`src/core/spvl_pkg.sv`:
```
package spvl_pkg;

    // Register bus geometry.
    localparam int ADDR_W = 12;
    localparam int DATA_W = 32;

    // Byte offsets of the registers.
    localparam logic [11:0] OFF_CTRL = 12'h100;
    localparam logic [11:0] OFF_PMR = 12'h104;
    localparam logic [11:0] OFF_BPR = 12'h108;
    localparam logic [11:0] OFF_RPR = 12'h114;
    localparam logic [11:0] OFF_BPR_ALIAS = 12'h11C;
    localparam logic [11:0] OFF_SEC_CFG = 12'h180;
    localparam logic [11:0] OFF_PRIO_BASE = 12'h400;

    // Priority fields occupy one word each from the base upward.
    localparam logic [1:0] PRIO_REGION = 2'h1;
    localparam int PRIO_REGION_LSB = 10;
    localparam int PRIO_INDEX_LSB = 2;
    localparam int PRIO_INDEX_W = 8;

    // Field positions.
    localparam int CTRL_SBPS_BIT = 0;
    localparam int PROT_NS_BIT = 1;
    localparam int PRIO_TOP_BIT = 7;
    localparam int BP_W = 3;

    // Reset values.
    localparam logic [7:0] PRIO_RST = 8'h00;
    localparam logic [7:0] PMR_RST = 8'h00;
    localparam logic [7:0] RPR_IDLE = 8'hFF;
    localparam logic [2:0] BPR_S_RST = 3'h2;
    localparam logic [2:0] BPR_NS_RST = 3'h3;
    localparam logic CTRL_SBPS_RST = 1'b0;

    // APB request as seen by the slave.
    typedef struct packed {
        logic psel;
        logic penable;
        logic pwrite;
        logic [2:0] pprot;
        logic [11:0] paddr;
        logic [31:0] pwdata;
    } spvl_apb_req_t;

    // Which register a bus address selects.
    typedef enum {
        SPVL_SEL_NONE,
        SPVL_SEL_CTRL,
        SPVL_SEL_PMR,
        SPVL_SEL_BPR,
        SPVL_SEL_RPR,
        SPVL_SEL_BPR_ALIAS,
        SPVL_SEL_SEC_CFG,
        SPVL_SEL_PRIO
    } spvl_sel_t;

endpackage

```
`src/core/spvl_top.sv`:
```
// The APB interface to the registers and the register addresses were left to the implementer.
`timescale 1ns/100ps
module spvl_top #(
    parameter int NUM_IRQ = 32,
    parameter int PRIO_BITS = 8,
    parameter int MIN_BP = 0
) (
    input wire logic clock,
    input wire logic rst,
    input wire logic ce,
    input wire spvl_pkg::spvl_apb_req_t apb_req,
    output logic [31:0] prdata,
    output logic pready,
    output logic pslverr,
    input wire logic cand_valid,
    input wire logic [7:0] cand_id,
    input wire logic [7:0] running_prio,
    output logic preempt_req
);
    generate
        if (NUM_IRQ < 1 || NUM_IRQ > 32) begin : g_bad_num_irq
            $error("spvl_top: NUM_IRQ must lie in 1 to 32.");
        end
        if (PRIO_BITS < 5 || PRIO_BITS > 8) begin : g_bad_prio_bits
            $error("spvl_top: PRIO_BITS must lie in 5 to 8.");
        end
    endgenerate

    // Valid priority bits: the top PRIO_BITS of the 8-bit field.
    localparam logic [7:0] P_MASK = 8'(16'hFF00 >> PRIO_BITS);
    localparam logic [7:0] NUM_IRQ_V = 8'(NUM_IRQ);

    // Register state.
    logic [7:0] prio [NUM_IRQ];
    logic [NUM_IRQ-1:0] irq_sec;
    logic [7:0] priority_mask_reg;
    logic [7:0] running_priority_reg;
    logic [2:0] bpr_s;
    logic [2:0] bpr_ns;
    logic shared_binary_point_sel;

    // Decoded request.
    spvl_pkg::spvl_sel_t sel;
    logic ns_acc;
    logic [7:0] idx;
    logic idx_ok;
    logic [7:0] wbyte;
    logic wr_take;
    logic next_err;
    logic [31:0] next_prdata;

    // Request attributes.
    always_comb begin
        ns_acc = apb_req.pprot[spvl_pkg::PROT_NS_BIT];
        idx = apb_req.paddr[spvl_pkg::PRIO_INDEX_LSB +: spvl_pkg::PRIO_INDEX_W];
        idx_ok = idx < NUM_IRQ_V;
        wbyte = apb_req.pwdata[7:0];
    end

    // Address decode.
    always_comb begin
        sel = spvl_pkg::SPVL_SEL_NONE;
        if (apb_req.paddr[11:10] == spvl_pkg::PRIO_REGION) begin
            if (idx_ok && apb_req.paddr[1:0] == 2'h0) begin
                sel = spvl_pkg::SPVL_SEL_PRIO;
            end
        end else begin
            unique case (apb_req.paddr)
                spvl_pkg::OFF_CTRL: begin
                    sel = spvl_pkg::SPVL_SEL_CTRL;
                end
                spvl_pkg::OFF_PMR: begin
                    sel = spvl_pkg::SPVL_SEL_PMR;
                end
                spvl_pkg::OFF_BPR: begin
                    sel = spvl_pkg::SPVL_SEL_BPR;
                end
                spvl_pkg::OFF_RPR: begin
                    sel = spvl_pkg::SPVL_SEL_RPR;
                end
                spvl_pkg::OFF_BPR_ALIAS: begin
                    sel = spvl_pkg::SPVL_SEL_BPR_ALIAS;
                end
                spvl_pkg::OFF_SEC_CFG: begin
                    sel = spvl_pkg::SPVL_SEL_SEC_CFG;
                end
                default: begin
                    sel = spvl_pkg::SPVL_SEL_NONE;
                end
            endcase
        end
    end

    // The Secure-only alias and security configuration answer Non-secure accesses with an error; CTRL reads zero and ignores them.
    always_comb begin
        next_err = 1'b0;
        if (sel == spvl_pkg::SPVL_SEL_NONE) begin
            next_err = 1'b1;
        end else if (ns_acc && (sel == spvl_pkg::SPVL_SEL_BPR_ALIAS || sel == spvl_pkg::SPVL_SEL_SEC_CFG)) begin
            next_err = 1'b1;
        end
    end

    // Read data, in the view that the access attribute selects.
    always_comb begin
        next_prdata = '0;
        unique case (sel)
            spvl_pkg::SPVL_SEL_PRIO: begin
                if (!ns_acc) begin
                    next_prdata[7:0] = prio[idx[4:0]];
                end else if (irq_sec[idx[4:0]]) begin
                    next_prdata[7:0] = 8'h00;
                end else begin
                    next_prdata[7:0] = {prio[idx[4:0]][6:0], 1'b0};
                end
            end
            spvl_pkg::SPVL_SEL_PMR: begin
                if (!ns_acc) begin
                    next_prdata[7:0] = priority_mask_reg;
                end else if (!priority_mask_reg[spvl_pkg::PRIO_TOP_BIT]) begin
                    next_prdata[7:0] = 8'h00;
                end else begin
                    next_prdata[7:0] = {priority_mask_reg[6:0], 1'b0};
                end
            end
            spvl_pkg::SPVL_SEL_RPR: begin
                if (!ns_acc) begin
                    next_prdata[7:0] = running_priority_reg;
                end else if (!running_priority_reg[spvl_pkg::PRIO_TOP_BIT]) begin
                    next_prdata[7:0] = 8'h00;
                end else begin
                    next_prdata[7:0] = {running_priority_reg[6:0], 1'b0};
                end
            end
            spvl_pkg::SPVL_SEL_BPR: begin
                next_prdata[2:0] = ns_acc ? bpr_ns : bpr_s;
            end
            spvl_pkg::SPVL_SEL_BPR_ALIAS: begin
                next_prdata[2:0] = ns_acc ? 3'h0 : bpr_ns;
            end
            spvl_pkg::SPVL_SEL_CTRL: begin
                next_prdata[spvl_pkg::CTRL_SBPS_BIT] = ns_acc ? 1'b0 : shared_binary_point_sel;
            end
            spvl_pkg::SPVL_SEL_SEC_CFG: begin
                next_prdata[NUM_IRQ-1:0] = ns_acc ? '0 : irq_sec;
            end
            default: begin
                next_prdata = '0;
            end
        endcase
    end

    // The access phase answers one cycle after it starts.
    always_ff @(posedge clock) begin
        if (rst) begin
            pready <= 1'b0;
            pslverr <= 1'b0;
            prdata <= '0;
        end else if (ce) begin
            pready <= apb_req.psel && apb_req.penable && !pready;
            if (apb_req.psel && apb_req.penable && !pready) begin
                pslverr <= next_err;
                prdata <= apb_req.pwrite ? '0 : next_prdata;
            end else begin
                pslverr <= 1'b0;
                prdata <= '0;
            end
        end
    end

    // A write takes effect only at the completing edge and only without error.
    always_comb begin
        wr_take = ce && apb_req.psel && apb_req.penable && pready && apb_req.pwrite && !pslverr;
    end

    // Priority fields.
    always_ff @(posedge clock) begin
        if (rst) begin
            for (int i = 0; i < NUM_IRQ; i++) begin
                prio[i] <= spvl_pkg::PRIO_RST;
            end
        end else if (wr_take && sel == spvl_pkg::SPVL_SEL_PRIO) begin
            if (!ns_acc) begin
                prio[idx[4:0]] <= wbyte & P_MASK;
            end else if (!irq_sec[idx[4:0]]) begin
                prio[idx[4:0]] <= {1'b1, wbyte[7:1]} & P_MASK;
            end
        end
    end

    // Interrupt security configuration.
    always_ff @(posedge clock) begin
        if (rst) begin
            irq_sec <= '0;
        end else if (wr_take && sel == spvl_pkg::SPVL_SEL_SEC_CFG) begin
            irq_sec <= apb_req.pwdata[NUM_IRQ-1:0];
        end
    end

    // Priority mask register.
    always_ff @(posedge clock) begin
        if (rst) begin
            priority_mask_reg <= spvl_pkg::PMR_RST;
        end else if (wr_take && sel == spvl_pkg::SPVL_SEL_PMR) begin
            if (!ns_acc) begin
                priority_mask_reg <= wbyte & P_MASK;
            end else if (priority_mask_reg[spvl_pkg::PRIO_TOP_BIT]) begin
                priority_mask_reg <= {1'b1, wbyte[7:1]} & P_MASK;
            end
        end
    end

    // Running priority follows the acknowledge logic outside.
    always_ff @(posedge clock) begin
        if (rst) begin
            running_priority_reg <= spvl_pkg::RPR_IDLE;
        end else if (ce) begin
            running_priority_reg <= running_prio;
        end
    end

    // Binary point copies.
    always_ff @(posedge clock) begin
        if (rst) begin
            bpr_s <= spvl_pkg::BPR_S_RST;
        end else if (wr_take && sel == spvl_pkg::SPVL_SEL_BPR && !ns_acc) begin
            bpr_s <= apb_req.pwdata[2:0];
        end
    end

    always_ff @(posedge clock) begin
        if (rst) begin
            bpr_ns <= spvl_pkg::BPR_NS_RST;
        end else if (wr_take && sel == spvl_pkg::SPVL_SEL_BPR && ns_acc) begin
            bpr_ns <= apb_req.pwdata[2:0];
        end else if (wr_take && sel == spvl_pkg::SPVL_SEL_BPR_ALIAS) begin
            bpr_ns <= apb_req.pwdata[2:0];
        end
    end

    // Interface control.
    always_ff @(posedge clock) begin
        if (rst) begin
            shared_binary_point_sel <= spvl_pkg::CTRL_SBPS_RST;
        end else if (wr_take && sel == spvl_pkg::SPVL_SEL_CTRL && !ns_acc) begin
            shared_binary_point_sel <= apb_req.pwdata[spvl_pkg::CTRL_SBPS_BIT];
        end
    end

    // Preemption check for the candidate interrupt.
    logic cand_ok;
    logic cand_sec;
    logic [7:0] cand_prio;
    logic [2:0] sel_bp;
    logic [7:0] grp_mask;
    logic next_preempt;

    always_comb begin
        cand_ok = cand_valid && (cand_id < NUM_IRQ_V);
        cand_sec = cand_ok ? irq_sec[cand_id[4:0]] : 1'b0;
        cand_prio = cand_ok ? prio[cand_id[4:0]] : 8'hFF;
        if (cand_sec) begin
            sel_bp = bpr_s;
        end else if (shared_binary_point_sel) begin
            sel_bp = bpr_s;
        end else begin
            sel_bp = bpr_ns;
        end
    end

    spvl_group_mask #(
        .MIN_BP(MIN_BP)
    ) u_group_mask (
        .bp(sel_bp),
        .ns_int(!cand_sec),
        .mask(grp_mask)
    );

    // Lower number wins both against the mask and against the running group.
    always_comb begin
        next_preempt = cand_ok
            && (cand_prio < priority_mask_reg)
            && ((cand_prio & grp_mask) < (running_priority_reg & grp_mask));
    end

    always_ff @(posedge clock) begin
        if (rst) begin
            preempt_req <= 1'b0;
        end else if (ce) begin
            preempt_req <= next_preempt;
        end
    end
endmodule

```
`src/core/spvl_group_mask.sv`:
```
`timescale 1ns/100ps
// Forms the group priority mask for one binary point value.
module spvl_group_mask #(
    parameter int MIN_BP = 0
) (
    input wire logic [2:0] bp,
    input wire logic ns_int,
    output logic [7:0] mask
);
    generate
        if (MIN_BP < 0 || MIN_BP > 3) begin : g_bad_min_bp
            $error("spvl_group_mask: MIN_BP must lie in 0 to 3.");
        end
    endgenerate

    localparam logic [3:0] MIN_BP_V = 4'(MIN_BP);

    logic [3:0] n_sat;
    logic [3:0] n_eff;

    always_comb begin
        n_sat = ({1'b0, bp} < MIN_BP_V) ? MIN_BP_V : {1'b0, bp};
        n_eff = ns_int ? n_sat : 4'(n_sat + 4'h1);
        mask = 8'hFF << n_eff;
    end
endmodule

```
`config.mk`:
```
export PLATFORM = sky130hd
export DESIGN_NAME = spvl_top
export DESIGN_NICKNAME = d
export VERILOG_FILES = /design/src/core/spvl_pkg.sv /design/src/core/spvl_top.sv /design/src/core/spvl_group_mask.sv
export SDC_FILE = /design/constraint.sdc
export NUM_CORES = 1
export LEC_CHECK = 0
export CAP_MARGIN = 20
export CORE_MARGIN = 1
export CORE_UTILIZATION = 46
export DETAILED_ROUTE_END_ITERATION = 6
export DONT_BUFFER_PORTS = 1
export GPL_TIMING_DRIVEN = 0
export PLACE_DENSITY_LB_ADDON = 0.2
export SYNTH_ARGS = -nofsm -noshare
export SYNTH_HDL_FRONTEND = slang
export SYNTH_SLANG_ARGS = --single-unit
```
`constraint.sdc`:
```
create_clock -name clock -period 6.84 [get_ports clock]
set_input_delay 0.342 -clock clock [delete_from_list [all_inputs] [get_ports clock]]
set_output_delay 0.342 -clock clock [all_outputs]
set_load 0.05 [all_outputs]
```
# Yosys cells after proc, flatten, opt, wreduce, memory -nomap -nowiden
# Memories as Yosys holds them, arrays and structs flattened.
# Index checks and enable logic that the tools add are counted.
dict set report classes {
  div_mod_pow 0
  mul 0
  n_bitwise 3
  n_addsub 1
  shifts 1
  n_reduce_logical 30
  mux 50
  eq_ne 21
  n_lt_le_gt_ge 6
}
# operator n
set op_table {}
lappend op_table {{$eq A32 B3 Y1 const B} 6}
lappend op_table {{$mux W32} 4}
lappend op_table {{$eq A32 B2 Y1 const B} 3}
lappend op_table {{$eq A32 B4 Y1 const B} 3}
lappend op_table {{$mux W8} 11}
lappend op_table {{$eq A12 B9 Y1 const B} 6}
lappend op_table {{$eq A32 B1 Y1 const B} 1}
lappend op_table {{$logic_not A32 Y1} 1}
lappend op_table {{$mux W24} 1}
lappend op_table {{$logic_and A1 B1 Y1} 21}
lappend op_table {{$mux W3} 7}
lappend op_table {{$pmux W5 S4} 1}
lappend op_table {{$mux W1} 19}
lappend op_table {{$pmux W3 S6} 1}
lappend op_table {{$and A8 B8 Y8} 2}
lappend op_table {{$lt A8 B6 Y1 const B} 2}
lappend op_table {{$lt A8 B8 Y1} 2}
lappend op_table {{$lt A5 B6 Y1 const B} 2}
lappend op_table {{$pmux W2 S6} 1}
lappend op_table {{$bmux W1 S5} 2}
lappend op_table {{$reduce_or A8 Y1} 1}
lappend op_table {{$shl A8 B4 Y8 const A} 1}
lappend op_table {{$pmux W1 S7} 1}
lappend op_table {{$mux W5} 1}
lappend op_table {{10 further kinds} 12}
dict set report word_totals {
  mem_bits_rw 256
  out_inout_bits 35
  mem_bits_ro 0
  latchBits 0
  ff_bits 90
  word_cells 124
  in_bits 70
  mem_count 1
}
# memory words word_bits rd rd_clocked_by_memory_dff wr line_no
set mem_list {}
lappend mem_list {prio 32 8 2 0 32 spvl_top.sv:34} ;# logic [7:0] prio [NUM_IRQ];

# Logic depth before layout (Yosys ltp)
# Gate-level depths: netlist of run 1.
dict set report depth {
  word_depth 12
  mapped_depth 21
  mapped_depth_nobuf 20
}

# Modules after synthesis
# A second synthesis of run 1 with hierarchy kept.
dict set report hier_totals {
  cells_unflattened 1643
  area_unflattened_um2 18874.4
}
# mod area_per_inst_um2 cells_each n_inst seq_area_each_um2
set modules_own_cells {}
lappend modules_own_cells {spvl_top 18599.1 1603 1 9489.1}
lappend modules_own_cells {spvl_group_mask 275.3 40 1 0.0}

# Worst setup path after synthesis of run 1
# No wires, ideal clock.
dict set report synth_path {
  path_type {input-to-reg}
  from {input cand_id[0]}
  to {register preempt_req}
  t_required_ns 6.780
  cell_stages 14
  path_slack_ns 2.700
  t_arrival_ns 4.080
  path_buffers 4
  setup_time_ns 0.060
  cell_sequence {buf_2 buf_1 buf_2 buf_2 mux4_2 mux4_2 mux2i_1 nand2_1 ha_1 or4_1 a221oi_1 o2111ai_1 a21oi_1 a22o_1}
}
dict set report synth_between {
  elab_chain_cells 10
  elab_cells_between_ends 17
  classes_between {add/sub: 1; order compare: 3; shift: 1; mux: 6; bitwise: 2; reduce/logical: 3; memory: 1}
}
# element line_no
set synth_rtl {}
lappend synth_rtl {{start, declared} spvl_top.sv:16} ;# input wire logic [7:0] cand_id,
lappend synth_rtl {{$bmux W1 S5 / $lt A8 B6 Y1 (equally long branches)} {spvl_top.sv:260, spvl_top.sv:259}}
lappend synth_rtl {{$mux W1 (not written as such) / $logic_and A1 B1 Y1 (equally long branches)} {spvl_top.sv:260, spvl_top.sv:259}}
lappend synth_rtl {{$mux W1} spvl_top.sv:260} ;# cand_sec = cand_ok ? irq_sec[cand_id[4:0]] : 1'b0;
lappend synth_rtl {{$mux W3} spvl_top.sv:262} ;# if (cand_sec) begin
lappend synth_rtl {{$add A3 B1 Y4} spvl_group_mask.sv:23} ;# n_eff = ns_int ? n_sat : 4'(n_sat + 4'h1);
lappend synth_rtl {{$mux W4} spvl_group_mask.sv:23}
lappend synth_rtl {{$shl A8 B4 Y8} spvl_group_mask.sv:24} ;# mask = 8'hFF << n_eff;
lappend synth_rtl {{$and A8 B8 Y8} spvl_top.sv:283} ;# && ((cand_prio & grp_mask) < (running_priority_reg & grp_mask));
lappend synth_rtl {{$lt A8 B8 Y1} spvl_top.sv:283}
lappend synth_rtl {{$logic_and A1 B1 Y1 (*)} spvl_top.sv:283}
lappend synth_rtl {{end signal, assigned} spvl_top.sv:290} ;# preempt_req <= next_preempt;
lappend synth_rtl {{end, declared} spvl_top.sv:18} ;# output logic preempt_req
# Every way passes the cells marked *; elsewhere a longest branch is shown, timed or not. The select of a mux whose other input is x is not followed.
# A chain may end at the register's enable or synchronous reset.

# Final worst setup path of run 1
dict set report layout_path {
  from {input cand_id[1]}
  to {register preempt_req}
}
# Same word-level chain as after synthesis.

==> flow_metrics.tcl, run 1 <==
set metrics [dict create \
    status "finished clean" \
    cts-resized-gates 0 \
    critical_path_class "input port to flop" \
    grt_usage 0.3393 \
    fillers 3386 \
    reg_top3 "prio: 256 flops, irq_sec: 32 flops, prdata: 32 flops" \
    htree_levels 2 \
    final_cell_mix "nor2_1, edfxtp_1, nand2_1, mux4_2, dfxtp_1" \
    wire_per_inst_um 31.49 \
    drt_iter0_drc 1831 \
    place_congestion 0.9966 \
    crit_fanout 10 \
    routed_wl_um 68560 \
    numCtsBuffers 40 \
    ant_nets 0 \
    cp_cell_sequence "buf_4 -> buf_1 -> clkbuf_1 -> clkbuf_1 -> mux4_2 -> mux4_2 -> mux2i_1 -> nand2_1 -> ha_1 -> or4_1 -> a221oi_1 -> o2111ai_1 -> a21oi_1 -> a22o_1" \
    rows 72 \
    syn_area_per_cell_sq_um 11.94 \
    synth_edf_count 256 \
    top_register "prio" \
    cts_max_path_buffers 3 \
    synth_top_area_share 0.4188 \
    rsz0062_at_grt "false" \
    final_area_sq_mm 0.02085 \
    hold_path.class "input port to flop" \
    die-area_sq_mm 0.04071 \
    routed_via_density 6.607 \
    grt_max_degree 13 \
    clock_latency_ns 0.58 \
    clkPwrFrac 0.433 \
    syn2layout_area_growth_pct 13.56 \
    endpoint_kind "flop" \
    dp_hpwl_um 50550 \
    die_y_um 201.8 \
    cts.clk_slew.worst_paths_ns 0.06 \
    p_int_w 0.003799 \
    slew_viol_final 0 \
    synth_top_area_cell "edfxtp_1" \
    setup_viol 0 \
    syn_inst 1538 \
    fin_nets 1712 \
    finalSetupTns_ns 0 \
    power_density_mw_per_mm2 242.8 \
    cts_root_buf "clkbuf_16" \
    pwr-share-comb 0.106 \
    start_util 0.4706 \
    cp.required_ns 7.35 \
    num_vias 14383 \
    cap_viol_max_count 0 \
    r2r_start "irq_sec[5]" \
    syn-cell-area_sq_mm 0.01836 \
    post_cts_buffers 0 \
    ys_warn_count 0 \
    ir_worst_vdd_mv 0.1992 \
    worstRegToRegCells 19 \
    slew_headroom 0.1715 \
    synth_fp_nets 1623 \
    reg2reg_slack_ns 1.78 \
    timing.final.ws_setup_ns 1.111 \
    p_switching_w 0.001262 \
    cpMaxStageDelayCell "clkbuf_1" \
    drc 0 \
    synthArstFlopShare 0 \
    period_share 0.8376 \
    start_kind "input port" \
    r2r-end "preempt_req" \
    hold_violations 0 \
    max_stage_delay_ns 0.98 \
    gr-total-overflow 0 \
    core-area_sq_mm 0.03901 \
    port_buffers 0 \
    largest_reg_flops 256 \
    ctsHoldBuffers 40 \
    tightestPinTransition_ns 1.243 \
    period_needed_ns 5.729 \
    worst_ep_arrival_time_ns 6.24 \
    p_seq_frac 0.461 \
    crit_family "buffers and inverters" \
    holdPathEnd "priority_mask_reg[6]" \
    clock.fmax_mhz 174.6 \
    first_global_vias 13865 \
    hold_start "apb_req[6]" \
    synth_area_leaders "edfxtp_1, mux4_2, dfxtp_1" \
    final_common_cell "nor2_1" \
    leakagePower_nw 7.166 \
    dpl_cell_area_sq_mm 0.01910 \
    ys_ff_latch 346 \
    worst-path-buf-inv 4 \
    pre_cts_ws_ns 0.8546 \
    antenna_found_initial 2 \
    cts_tree "done" \
    ys_types 63 \
    finClkSkew_ns 0.01028 \
    p_total_w 0.005061 \
    grt_pass1_wl_um 97170 \
    drive_gt1_frac 0.1720 \
    cts.sinks 346 \
    hold_depth 4 \
    pin_count 105 \
    p_sw_frac 0.2494 \
    dieWidth_um 201.8 \
    synthFlopType "edfxtp_1" \
    ys_seq_area_frac 0.5169 \
    dr.pass1.iters 6 \
    postLayoutCoreUtil 0.5344 \
]
==> power by group through the flow <==
stage	Clock [W]	Sequential (W)	Combinational, W
detailed placement	0	0.00238	0.000497
global placement	0	0.00237	0.000490
finish	0.00219	0.00233	0.000535
global route	0.00228	0.00234	0.000546
floorplan	0	0.00236	0.000307
CTS	0.00221	0.00233	0.000519
==> through the flow <==
step / hold WS, ns / std cells
after floorplan: 0.4556 / 1538
after global placement: 0.4720 / 2056
after detailed placement: 0.4831 / 2062
after CTS: 0.03811 / 2174
after global routing: 0.07306 / 2175
final: 0.06128 / 2177
==> per-layer routing <==
layer	GRT usage	vias to the layer above	share of wire
li1	-	6008	-
met1	0.4286	7166	0.36
met2	0.5281	999	0.46
met3	0.08981	210	0.12
met4	0.1991	0	0.062
met5	0	-	0
==> Yosys cell counts (5+ instances only) <==
cell / instances
a21oi_1: 69
a221oi_1: 8
a22o_1: 9
a22oi_1: 38
a31oi_1: 8
and2_1: 7
and3_1: 5
buf_1: 12
buf_2: 40
clkbuf_1: 74
dfxtp_1: 90
edfxtp_1: 256
ha_1: 15
inv_1: 19
mux2_2: 5
mux2i_1: 27
mux4_2: 163
nand2_1: 175
nand2b_1: 5
nand3_1: 54
nand3b_1: 5
nand4_1: 12
nor2_1: 316
nor2b_1: 11
nor3_1: 9
nor4_1: 8
o211ai_1: 15
o21ai_0: 16
o22ai_1: 6
o31ai_1: 5
==> worst reg2reg max path, delay by kind of cell, from the launching register on <==
kind            cells  cell delay, ns
flops               1            0.46
fa+ha+maj           2            0.52
compound gates     10            2.92
simple gates        5            0.74
mux                 2            0.37
==> worst max-delay path by stage <==
| stage | from | to | slack (ns) | cells past startpoint |
|---|---|---|---|---|
| detailed placement | cand_id[1] | preempt_req | 0.85 | 14 |
| finish | cand_id[1] | preempt_req | 1.11 | 14 |
| CTS | cand_id[1] | preempt_req | 1.43 | 14 |
| global route | cand_id[1] | preempt_req | 1.10 | 14 |
| global placement | cand_id[7] | preempt_req | 0.51 | 20 |
| floorplan | cand_id[0] | preempt_req | 2.70 | 14 |
==> kinds of logic after synthesis <==
logic type,count (synthesis),synth area share
mux,195,0.2178
fa+ha+maj,16,0.01077
buf+inv,149,0.03360
flops,346,0.5169
compound gates,200,0.07293
simple gates,632,0.1480
==> area by class of cell <==
cell class / count / area, sq um / area share
Inverter: 21 / 78.83 / 0.003781
Tap cell: 518 / 648.1 / 0.03109
Sequential cell: 346 / 9489 / 0.4552
Multi-Input combinational cell: 1043 / 8269 / 0.3967
Timing Repair Buffer: 47 / 493.0 / 0.02365
Clock buffer: 57 / 1172 / 0.05624
Clock inverter: 15 / 152.6 / 0.007322
Antenna cell: 2 / 5.005 / 0.0002401
Buffer: 128 / 538.0 / 0.02581
Power figures use the tool's default switching activity.
==> run 2: changes to the inputs <==
Clock period 6.84 ns to 5.91 ns, I/O delays scaled along.
==> flow_metrics.tcl, run 2 (synthesis results as in run 1) <==
set metrics [dict create \
    status "finished clean" \
    port_buffers 0 \
    place_inst 2062 \
    gr-total-overflow 0 \
    reg_top3 "prio: 256 flops, irq_sec: 32 flops, prdata: 32 flops" \
    place_congestion 0.9966 \
    setup_viol 0 \
    crit_fanout 10 \
    first_global_vias 13885 \
    r2r-end "preempt_req" \
    cts_max_path_buffers 3 \
    antenna_found_initial 2 \
    ir_worst_vdd_mv 0.2313 \
    cts_tree "done" \
    rows 72 \
    grt_max_degree 13 \
    r2r_start "irq_sec[5]" \
    tightestPinTransition_ns 1.212 \
    cts_root_buf "clkbuf_16" \
    holdPathEnd "priority_mask_reg[4]" \
    endpoint_kind "flop" \
    fillers 3385 \
    pre_cts_ws_ns -0.02894 \
    die_y_um 201.8 \
    largest_reg_flops 256 \
    wire_per_inst_um 31.52 \
    post_cts_buffers 0 \
    leakagePower_nw 7.170 \
    fin_nets 1713 \
    hold_depth 4 \
    cp.required_ns 6.42 \
    p_int_w 0.004397 \
    drive_gt1_frac 0.1719 \
    antenna_cells 0 \
    start_util 0.4706 \
    period_share 0.9574 \
    num_vias 14342 \
    finClkSkew_ns 0.01241 \
    ant_nets 0 \
    crit_family "buffers and inverters" \
    critical_path_class "input port to flop" \
    clock_latency_ns 0.58 \
    drc 0 \
    dieWidth_um 201.8 \
    worst-path-buf-inv 4 \
    cpMaxStageDelayCell "clkbuf_1" \
    clkPwrFrac 0.434 \
    timing.final.ws_setup_ns 0.2516 \
    hold_path.class "input port to flop" \
    slew_headroom 0.1919 \
    reg2reg_slack_ns 0.80 \
    syn2layout_area_growth_pct 13.58 \
    max_stage_delay_ns 0.96 \
    cts.sinks 346 \
    die-area_sq_mm 0.04071 \
    grt_pass1_wl_um 97310 \
    cts.clk_slew.worst_paths_ns 0.06 \
    start_kind "input port" \
    period_needed_ns 5.658 \
    pwr-share-comb 0.106 \
    dp_hpwl_um 50550 \
    hold_violations 0 \
    p_sw_frac 0.2499 \
    dr.pass1.iters 6 \
    final_cell_mix "nor2_1, edfxtp_1, nand2_1, mux4_2, dfxtp_1" \
    p_switching_w 0.001465 \
    power_density_mw_per_mm2 281.1 \
    slew_viol_final 0 \
    p_seq_frac 0.461 \
    clock.fmax_mhz 176.7 \
    rsz0062_at_grt "false" \
    final_cells 2176 \
    grt_usage 0.3398 \
    top_register "prio" \
    htree_levels 2 \
    drt_iter0_drc 1871 \
    core-area_sq_mm 0.03901 \
    cap_viol_max_count 0 \
    worstRegToRegCells 19 \
    hold_start "apb_req[4]" \
    routed_wl_um 68600 \
    cp_cell_sequence "buf_4 -> buf_1 -> clkbuf_1 -> clkbuf_1 -> mux4_2 -> mux4_2 -> mux2i_1 -> nand2_1 -> ha_1 -> or4_1 -> a221oi_1 -> o2111ai_1 -> a21oi_1 -> a22o_1" \
    routed_via_density 6.591 \
    numCtsBuffers 40 \
    final_common_cell "nor2_1" \
    pin_count 105 \
    worst_ep_arrival_time_ns 6.17 \
]
==> run 2: how the worst max path moves through the flow <==
stage | cells past startpoint | slack, ns | start | to
3_3_place_gp | 20 | -0.37 | cand_id[7] | preempt_req
2_1_floorplan | 14 | 1.82 | cand_id[0] | preempt_req
3_5_place_dp | 14 | -0.03 | cand_id[1] | preempt_req
6_report | 14 | 0.25 | cand_id[1] | preempt_req
4_1_cts | 14 | 0.55 | cand_id[1] | preempt_req
5_1_grt | 14 | 0.22 | cand_id[1] | preempt_req
==> run 2: power groups by stage <==
stage	combinational, W	clock, W	sequential [W]
floorplan	0.000355	0	0.00273
global placement	0.000567	0	0.00274
detailed placement	0.000575	0	0.00275
CTS	0.000602	0.00256	0.00270
global route	0.000633	0.00264	0.00270
finish	0.000621	0.00254	0.00270
==> run 2: worst register-to-register path, stage by stage (launching register included) <==
cell       delay [ns]
dfxtp_1          0.46
mux4_2           0.27
mux2i_1          0.09
a32oi_1          0.88
a21oi_1          0.30
nand2_1          0.13
o21ai_0          0.09
ha_1             0.23
nand2_1          0.08
a21oi_1          0.04
and3_1           0.19
a311oi_1         0.67
o211ai_1         0.23
and2_1           0.23
ha_1             0.29
nor2b_1          0.13
o211ai_1         0.18
o2111ai_1        0.13
a21oi_1          0.28
a22o_1           0.16
==> run 2: cell type report <==
type                    instances  area, sq um  share of cell area
well taps                     518        648.1             0.03108
clock buffers                  57         1172             0.05623
inverters                      21        78.83            0.003780
clock inverters                15        152.6            0.007321
multi-input cells            1043         8269              0.3966
flip-flops and latches        346         9489              0.4551
plain buffers                 128        538.0             0.02580
repair buffers                 48        503.0             0.02412
==> run 2: metrics by stage <==
stage | setup TNS (ns) | hold slack [ns] | util | power [W] | area (sq um)
6_report | 0 | 0.02094 | 0.5345 | 0.005862 | 20850
3_3_place_gp | -0.3690 | 0.4272 | 0.4872 | 0.003310 | 19010
4_1_cts | 0 | 0.004769 | 0.5342 | 0.005856 | 20840
2_1_floorplan | 0 | 0.4240 | - | 0.003086 | 18360
3_5_place_dp | -0.02894 | 0.4366 | 0.4897 | 0.003324 | 19100
5_1_grt | 0 | 0.06253 | 0.5345 | 0.005973 | 20850
==> run 2: per-layer routing <==
layer	GRT usage	vias to the layer above	wire [um]
met4	0.2002	2	4288
met1	0.4298	7140	24880
met3	0.08852	213	8018
met2	0.5288	976	31400
li1	-	6011	-
met5	0	-	14
==> run 2: what timing repair did <==
item / CTS / global route
resized for setup: 0 / 0
hold endpoints to repair: 52 / 0
hold buffers: 41 / 0
